File: src/hdl/gccs_defs.svh
// Purpose: offsets, field positions, reset values of the global config block
// Assumes: 8-bit registers on a byte-wide internal register port
// Notes: included by its bare name
`ifndef GCCS_DEFS_SVH
`define GCCS_DEFS_SVH
`define GCCS_ADDR_W 11
`define GCCS_OFF_BANK 11'h000
`define GCCS_OFF_MASTER_CONFIG_ONE 11'h009
`define GCCS_OFF_MASTER_CONFIG_TWO 11'h00a
`define GCCS_BIT_BANK 0
`define GCCS_BIT_SRST 7
`define GCCS_BIT_IC1SEL 5
`define GCCS_BIT_OSCSEL 4
`define GCCS_BIT_RING_OSC_DISABLE 3
`define GCCS_BIT_DBL 2
`define GCCS_MASTER_CONFIG_ONE_MASK 8'hbf
`define GCCS_MASTER_CONFIG_TWO_MASK 8'h77
`define GCCS_RST_BANK 1'b0
`define GCCS_RST_MASTER_CONFIG_ONE 8'h00
`define GCCS_RST_MASTER_CONFIG_TWO 8'h00
`endif

File: src/hdl/gccs_pkg.sv
// Purpose: types of the global config block
// Assumes: gccs_defs.svh constants
// Notes: none
package gccs_pkg;
  typedef enum logic [2:0] {
    GCCS_CLK_RING = 3'b001,
    GCCS_CLK_OSC = 3'b010,
    GCCS_CLK_IC1 = 3'b100
  } gccs_clk_src_e;
  typedef enum logic [1:0] {
    GCCS_PIN_OFF = 2'b00,
    GCCS_PIN_XTAL = 2'b01,
    GCCS_PIN_EXT = 2'b10,
    GCCS_PIN_UNUSED = 2'b11
  } gccs_pin_mode_e;
  typedef struct packed {
    logic soft_reset;
    logic master_clock_from_input_one;
    logic master_clock_from_osc_pin;
    logic ring_osc_disable;
    logic clock_doubler_enable;
    logic [1:0] osc_pin_mode;
  } gccs_master_config_one_s;
  typedef struct packed {
    logic [1:0] ext_switch_source;
    logic auto_increment_disable;
    logic [2:0] master_clock_range;
  } gccs_master_config_two_s;
endpackage : gccs_pkg

File: src/hdl/gccs_sync.sv
// Purpose: two-flop synchroniser for pin inputs
// Assumes: asynchronous source
// Notes: first stage is read only by the second
`timescale 1ns/10ps
`default_nettype none
module gccs_sync #(
  parameter int WIDTH = 1
) (
  input wire logic sys_clk,
  input wire logic rst,
  input wire logic [WIDTH-1:0] async_in,
  output var logic [WIDTH-1:0] sync_out
);
  logic [WIDTH-1:0] stage_one;
  always_ff @(posedge sys_clk) begin
    if (rst) begin
      stage_one <= '0;
      sync_out <= '0;
    end else begin
      stage_one <= async_in;
      sync_out <= stage_one;
    end
  end
endmodule : gccs_sync
`default_nettype wire

File: src/hdl/gccs_global_config.sv
// Purpose: global configuration registers and master clock source control
// Assumes: serial interface logic drives a byte register port on sys_clk
// Notes: pin-strap defaults caught while reset_pin_low is asserted
`timescale 1ns/10ps
`default_nettype none
`include "gccs_defs.svh"
module gccs_global_config #(
  parameter int STRAP_W = 2
) (
  input wire logic sys_clk,
  input wire logic rst,
  input wire logic reset_pin_low_n,
  input wire logic [STRAP_W-1:0] strap_pins,
  input wire logic reg_wr,
  input wire logic reg_rd,
  input wire logic [`GCCS_ADDR_W-1:0] reg_addr,
  input wire logic [7:0] reg_wdata,
  output var logic [7:0] reg_rdata,
  output logic eeprom_bank_active,
  output logic device_in_reset,
  output logic [STRAP_W-1:0] strap_defaults,
  output gccs_pkg::gccs_clk_src_e master_clock_source,
  output logic ring_osc_power,
  output logic doubler_power,
  output logic osc_input_pin_enable,
  output logic osc_output_pin_enable,
  output logic osc_single_ended,
  output logic [1:0] ext_switch_source,
  output logic [3:0] gpio_switch_select,
  output logic auto_increment_disable,
  output logic addr_advance,
  output logic [2:0] master_clock_range
);
  logic bank_sel;
  gccs_pkg::gccs_master_config_one_s master_config_one;
  gccs_pkg::gccs_master_config_two_s master_config_two;
  logic [STRAP_W-1:0] strap_sync;
  logic pin_reset_sync_n;
  logic [STRAP_W-1:0] strap_latch;
  logic [7:0] master_config_one_byte;
  logic [7:0] master_config_two_byte;
  logic [7:0] master_config_one_wmask;
  logic [7:0] master_config_two_wmask;
  logic [7:0] next_rdata;

  gccs_sync #(.WIDTH(STRAP_W + 1)) u_pin_sync (
    .sys_clk(sys_clk),
    .rst(rst),
    .async_in({reset_pin_low_n, strap_pins}),
    .sync_out({pin_reset_sync_n, strap_sync})
  );

  // straps are sampled only by the reset pin, never by soft reset
  always_ff @(posedge sys_clk) begin
    if (rst) begin
      strap_latch <= '0;
    end else if (!pin_reset_sync_n) begin
      strap_latch <= strap_sync;
    end
  end
  assign strap_defaults = strap_latch;

  // bank 0 holds the global registers; address 0 stays visible in either bank
  wire in_dev_bank = !bank_sel || (reg_addr == `GCCS_OFF_BANK);
  wire hit_bank = reg_addr == `GCCS_OFF_BANK;
  wire hit_master_config_one = in_dev_bank && (reg_addr == `GCCS_OFF_MASTER_CONFIG_ONE);
  wire hit_master_config_two = in_dev_bank && (reg_addr == `GCCS_OFF_MASTER_CONFIG_TWO);
  wire soft_reset = master_config_one.soft_reset;
  assign master_config_one_wmask = `GCCS_MASTER_CONFIG_ONE_MASK;
  assign master_config_two_wmask = `GCCS_MASTER_CONFIG_TWO_MASK;
  wire [7:0] master_config_one_write = reg_wdata & master_config_one_wmask;
  wire [7:0] master_config_two_write = reg_wdata & master_config_two_wmask;
  wire master_config_one_wr = reg_wr && hit_master_config_one;
  wire hard_clear = rst || !pin_reset_sync_n;
  wire bank_wr = reg_wr && hit_bank && !soft_reset;
  wire master_config_two_wr = reg_wr && hit_master_config_two && !soft_reset;
  // struct images drop the unused bit positions of each register byte
  wire [7:0] master_config_one_rst_byte = `GCCS_RST_MASTER_CONFIG_ONE;
  wire [7:0] master_config_two_rst_byte = `GCCS_RST_MASTER_CONFIG_TWO;
  wire [6:0] master_config_one_rst_img = {master_config_one_rst_byte[7], master_config_one_rst_byte[5:0]};
  wire [5:0] master_config_two_rst_img = {master_config_two_rst_byte[6:4], master_config_two_rst_byte[2:0]};
  wire [6:0] master_config_one_normal = {master_config_one_write[7], master_config_one_write[5:0]};
  wire [6:0] master_config_one_held = {master_config_one_write[7], master_config_one_rst_img[5:0]};
  wire [6:0] master_config_one_idle = {master_config_one.soft_reset, master_config_one_rst_img[5:0]};
  wire [5:0] master_config_two_fields = {master_config_two_write[6:4], master_config_two_write[2:0]};
  logic next_bank_sel;
  gccs_pkg::gccs_master_config_one_s next_master_config_one;
  gccs_pkg::gccs_master_config_two_s next_master_config_two;

  assign next_bank_sel = soft_reset ? `GCCS_RST_BANK :
                         bank_wr ? reg_wdata[`GCCS_BIT_BANK] : bank_sel;
  assign next_master_config_two = soft_reset ? gccs_pkg::gccs_master_config_two_s'(master_config_two_rst_img) :
                     master_config_two_wr ? gccs_pkg::gccs_master_config_two_s'(master_config_two_fields) : master_config_two;

  // only the soft reset bit may be rewritten while it holds everything
  always_comb begin
    next_master_config_one = master_config_one;
    if (soft_reset) begin
      next_master_config_one = gccs_pkg::gccs_master_config_one_s'(master_config_one_wr ? master_config_one_held : master_config_one_idle);
    end else if (master_config_one_wr) begin
      next_master_config_one = gccs_pkg::gccs_master_config_one_s'(master_config_one_normal);
    end
  end

  always_ff @(posedge sys_clk) begin
    if (hard_clear) begin
      bank_sel <= `GCCS_RST_BANK;
    end else begin
      bank_sel <= next_bank_sel;
    end
  end

  always_ff @(posedge sys_clk) begin
    if (hard_clear) begin
      master_config_one <= gccs_pkg::gccs_master_config_one_s'(master_config_one_rst_img);
    end else begin
      master_config_one <= next_master_config_one;
    end
  end

  always_ff @(posedge sys_clk) begin
    if (hard_clear) begin
      master_config_two <= gccs_pkg::gccs_master_config_two_s'(master_config_two_rst_img);
    end else begin
      master_config_two <= next_master_config_two;
    end
  end

  assign master_config_one_byte = {master_config_one.soft_reset, 1'b0, master_config_one.master_clock_from_input_one,
                      master_config_one.master_clock_from_osc_pin, master_config_one.ring_osc_disable,
                      master_config_one.clock_doubler_enable, master_config_one.osc_pin_mode};
  assign master_config_two_byte = {1'b0, master_config_two.ext_switch_source, master_config_two.auto_increment_disable,
                      1'b0, master_config_two.master_clock_range};

  // bank bit reads as zero; software must shadow it
  always_comb begin
    next_rdata = 8'h00;
    if (hit_bank) begin
      next_rdata = 8'h00;
    end else if (hit_master_config_one) begin
      next_rdata = master_config_one_byte;
    end else if (hit_master_config_two) begin
      next_rdata = master_config_two_byte;
    end
  end

  always_ff @(posedge sys_clk) begin
    if (rst) begin
      reg_rdata <= 8'h00;
    end else if (reg_rd) begin
      reg_rdata <= next_rdata;
    end
  end

  assign eeprom_bank_active = bank_sel;
  assign device_in_reset = soft_reset || !pin_reset_sync_n;

  // host sequencing of selects, ring disable and doubler is trusted
  assign master_clock_source = master_config_one.master_clock_from_input_one ? gccs_pkg::GCCS_CLK_IC1 :
                               master_config_one.master_clock_from_osc_pin ? gccs_pkg::GCCS_CLK_OSC :
                               gccs_pkg::GCCS_CLK_RING;
  assign ring_osc_power = !master_config_one.ring_osc_disable;
  assign doubler_power = master_config_one.clock_doubler_enable;

  wire [1:0] pin_mode = master_config_one.osc_pin_mode;
  logic pin_in_en;
  logic pin_out_en;
  logic pin_single;
  always_comb begin
    pin_in_en = 1'b0;
    pin_out_en = 1'b0;
    pin_single = 1'b0;
    case (pin_mode)
      gccs_pkg::GCCS_PIN_XTAL: begin
        pin_in_en = 1'b1;
        pin_out_en = 1'b1;
      end
      gccs_pkg::GCCS_PIN_EXT: begin
        // the second pin floats, so only the input stays powered
        pin_in_en = 1'b1;
        pin_single = 1'b1;
      end
      // off and the unused code both leave the pins powered down
      default: begin
        pin_in_en = 1'b0;
      end
    endcase
  end
  assign osc_input_pin_enable = pin_in_en;
  assign osc_output_pin_enable = pin_out_en;
  assign osc_single_ended = pin_single;

  assign ext_switch_source = master_config_two.ext_switch_source;
  genvar gi;
  generate
    for (gi = 0; gi < 4; gi++) begin : g_sw
      assign gpio_switch_select[gi] = master_config_two.ext_switch_source == 2'(gi);
    end
  endgenerate

  assign auto_increment_disable = master_config_two.auto_increment_disable;
  assign addr_advance = !master_config_two.auto_increment_disable;
  assign master_clock_range = master_config_two.master_clock_range;
endmodule : gccs_global_config
`default_nettype wire

File: config.mk
export PLATFORM = sky130hd
export DESIGN_NAME = gccs_global_config
export DESIGN_NICKNAME = d
export VERILOG_FILES = /design/src/hdl/gccs_pkg.sv /design/src/hdl/gccs_sync.sv /design/src/hdl/gccs_global_config.sv
export VERILOG_INCLUDE_DIRS = /design/src /design/src/hdl
export SDC_FILE = /design/constraint.sdc
export NUM_CORES = 1
export LEC_CHECK = 0
export BUFFER_PORTS_ARGS = -buffer_cell sky130_fd_sc_hd__buf_4
export CAP_MARGIN = 25
export CORE_ASPECT_RATIO = 0.7
export CORE_MARGIN = 2
export CORE_UTILIZATION = 49
export DETAILED_ROUTE_END_ITERATION = 16
export PLACE_DENSITY = 0.83
export SLEW_MARGIN = 5
export SYNTH_ARGS = -nofsm -noshare
export SYNTH_HDL_FRONTEND = slang
export SYNTH_SLANG_ARGS = --single-unit
File: constraint.sdc
create_clock -name sys_clk -period 4.7 [get_ports sys_clk]
set_input_delay 1.41 -clock sys_clk [delete_from_list [all_inputs] [get_ports sys_clk]]
set_output_delay 1.41 -clock sys_clk [all_outputs]
set_load 0.1 [all_outputs]
==> flow_summary.toml <==
[logic_synthesis]
yosysTopAreaCell = "dfxtp_1"
synthFlopType = "dfxtp_1"
yosys.area.top_type_share_pct = 47.7
synth_cells = 128
syn-num-nets = 156
synth_edf_count = 0
async_flop_share_pct = 0
synth_warnings = 0
yosysSeqAreaShare_pct = 47.7
yosys.cell_types.count = 24
synth_seq_cells = 30
syn_avg_cell_area_um2 = 9.83
synthTopCellsByArea = "dfxtp_1 48%, mux2i_1 12%, nor2b_1 8.9%"
syn-cell-area_mm2 = 0.00126
synth_most_common_cell = "dfxtp_1"
ys_top_cells_by_count = "30 x dfxtp_1, 21 x nor2_1, 18 x nor2b_1"

[worst_setup_path]
crit_type = "reg2out"
cp_slowest_cell = "dfxtp_1"
crit_family = "buffers and inverters"
worst-endpoint-arrival_ns = 1.34
path_buf_inv = 3
cp-end-kind = "output pin"
cp.required_ns = 3.29
crit_chain = "inv_1, ha_1, inv_1, buf_4"
slowest_delay_ns = 0.38
worstPathMaxFanout = 4
crit_path_frequent_cell = "inv_1"
critPathLaunchType = "register"

[timing]
min_period_over_period_pct = 58.5
fmax_mhz = 364
fin_tns_setup_ns = 0
whs_ns = 0.443
slew_headroom_pct = 67.1
setup_violations = 0
layout_min_cycle_time_ns = 2.75
hold_violations = 0
setup_ws_ns = 1.95
rsz0062_at_grt = "no"
clock_skew_ns = 0.00272
drv_slew = 0
tightest_slew_ns = 0.488

[drt]
first_iter_violations = 44
viasPerCell = 4.95
drc_errors = 0
drtAntennaViolNets = 0
post_drt_wl_per_cell_um = 13.3
drtPass1Iterations = 4
vias = 1094
drt_wl_total_um = 2940

[floorplan]
start_util_pct = 51.2
coreArea_mm2 = 0.00246
io_pins = 57
die_x_um = 64.6
rows = 15
die_y_um = 46.4
die-area_mm2 = 0.00300

[placement]
place_hpwl_um = 2190
gp_congestion = 0.782
post-place-ws_ns = 1.91
port_buffers = 56

[pwr]
clkPwrFrac_pct = 41.5
p_per_area_mw_per_mm2 = 285
p_comb_share_pct = 7.7
ir_worst_vdd_v = 0.000219
swShare_pct = 22.6
p_int_uw = 394
pwr-share-seq_pct = 50.7
power_switching_uw = 115
p_leak_nw = 0.862

[clocking]
cts_made_buffers = 5
clock_latency_ns = 0.28
h-tree-depth = 2
cts_buffer_depth = 2
post_cts_resized = 0
hold_buffers = 0
clockRootBuffer = "clkbuf_8"
cts.clk_slew.worst_paths_ns = 0.06
tritoncts = "built"
cts_setup_buffers = 0
cts.sinks = 30

[grt]
met3_usage_pct = 8.56
grt_pass1_wl_um = 4420
grt-ovfl-total = 0
grt_pass1_vias = 942
antenna_found_initial = 0
top_usage_layer = "met2"
globalRouteMet2Util_pct = 30.2
grtUsageMet1_pct = 26.3
grt_start_max_net_pins = 19
grt_usage_pct = 20.5

[finish]
nets = 214
antenna_cells = 0
drive_above_1_share_pct = 36.4
syn_to_final_growth_pct = 41.8
fillCellCount = 192

[hold_path]
hp-class = "reg2reg"

[flow_run]
drv_cap = 0

[status]
status = "completed"
## path summary, 6_finish.rpt
kind	startpoint	to	slack, ns	cells after the start
setup / recovery	pin_mode[0]	osc_input_pin_enable	1.95	4
hold / removal	u_pin_sync.stage_one[2]	u_pin_sync.sync_out[2]	0.44	1
setup reg to reg	eeprom_bank_active	register	3.11	4
hold reg to reg	u_pin_sync.stage_one[2]	u_pin_sync.sync_out[2]	0.44	1
## logic make-up (layout without fill, tap and decap cells)
group	count (synthesis)	in the layout	synth area share, %
simple gates	58	58	28.7
compound gates	12	12	5.07
fa+ha+maj	2	2	1.99
mux	16	16	12.8
buf+inv	10	69	3.68
flops	30	30	47.7
## placed cells by master, fill, tap and decap left out, types with 2 or more instances in the layout
master	instances
a21oi_1	11
and4_1	2
buf_4	56
clkbuf_8	6
dfxtp_1	30
ha_1	2
inv_1	5
mux2i_1	15
nand2_1	4
nand4_2	2
nor2_1	21
nor2b_1	18
nor3b_1	2
nor4_4	2
## final cells by class
type	instances	area, µm²	area share (%)
multi-input combinational	88	612	34.3
sequential	30	601	33.6
timing repair buffer	56	420	23.5
clock buffer	7	86.3	4.84
tap	34	42.5	2.38
inverter	5	18.8	1.05
clock inverter	1	5.00	0.280
## per-layer routing
layer  wire (µm)  vias to the layer above
met1        1340                      511
met3         191                        2
met5           0                        -
met2        1390                       35
met4          23                        0
li1            -                      546
## power by group through the flow
stage	sequential [mW]	combinational (mW)	clock (mW)
2_1_floorplan	0.267	0.0110	0
3_3_place_gp	0.264	0.0378	0
3_5_place_dp	0.264	0.0391	0
4_1_cts	0.258	0.0392	0.213
5_1_grt	0.259	0.0414	0.225
6_report	0.258	0.0394	0.211
## flip-flops by register name (all words and copies together), names as in the netlist, named ones only
name	count
master_clock_range	3
master_config_one	3
reg_rdata	8
doubler_power	1
u_pin_sync.sync_out	3
eeprom_bank_active	1
strap_defaults	2
u_pin_sync.stage_one	3
pin_mode	2
ext_switch_source	2
auto_increment_disable	1
## per-stage QoR
stage / total power [mW] / instance area, µm² / util, % / cells
after floorplan: 0.278 / 1260 / - / 128
after global placement: 0.302 / 1690 / 68.9 / 213
after detailed placement: 0.303 / 1690 / 68.9 / 213
after CTS: 0.511 / 1790 / 72.6 / 221
after global routing: 0.525 / 1790 / 72.6 / 221
final: 0.509 / 1790 / 72.6 / 221
No activity file was read; power rests on OpenSTA's default activity.
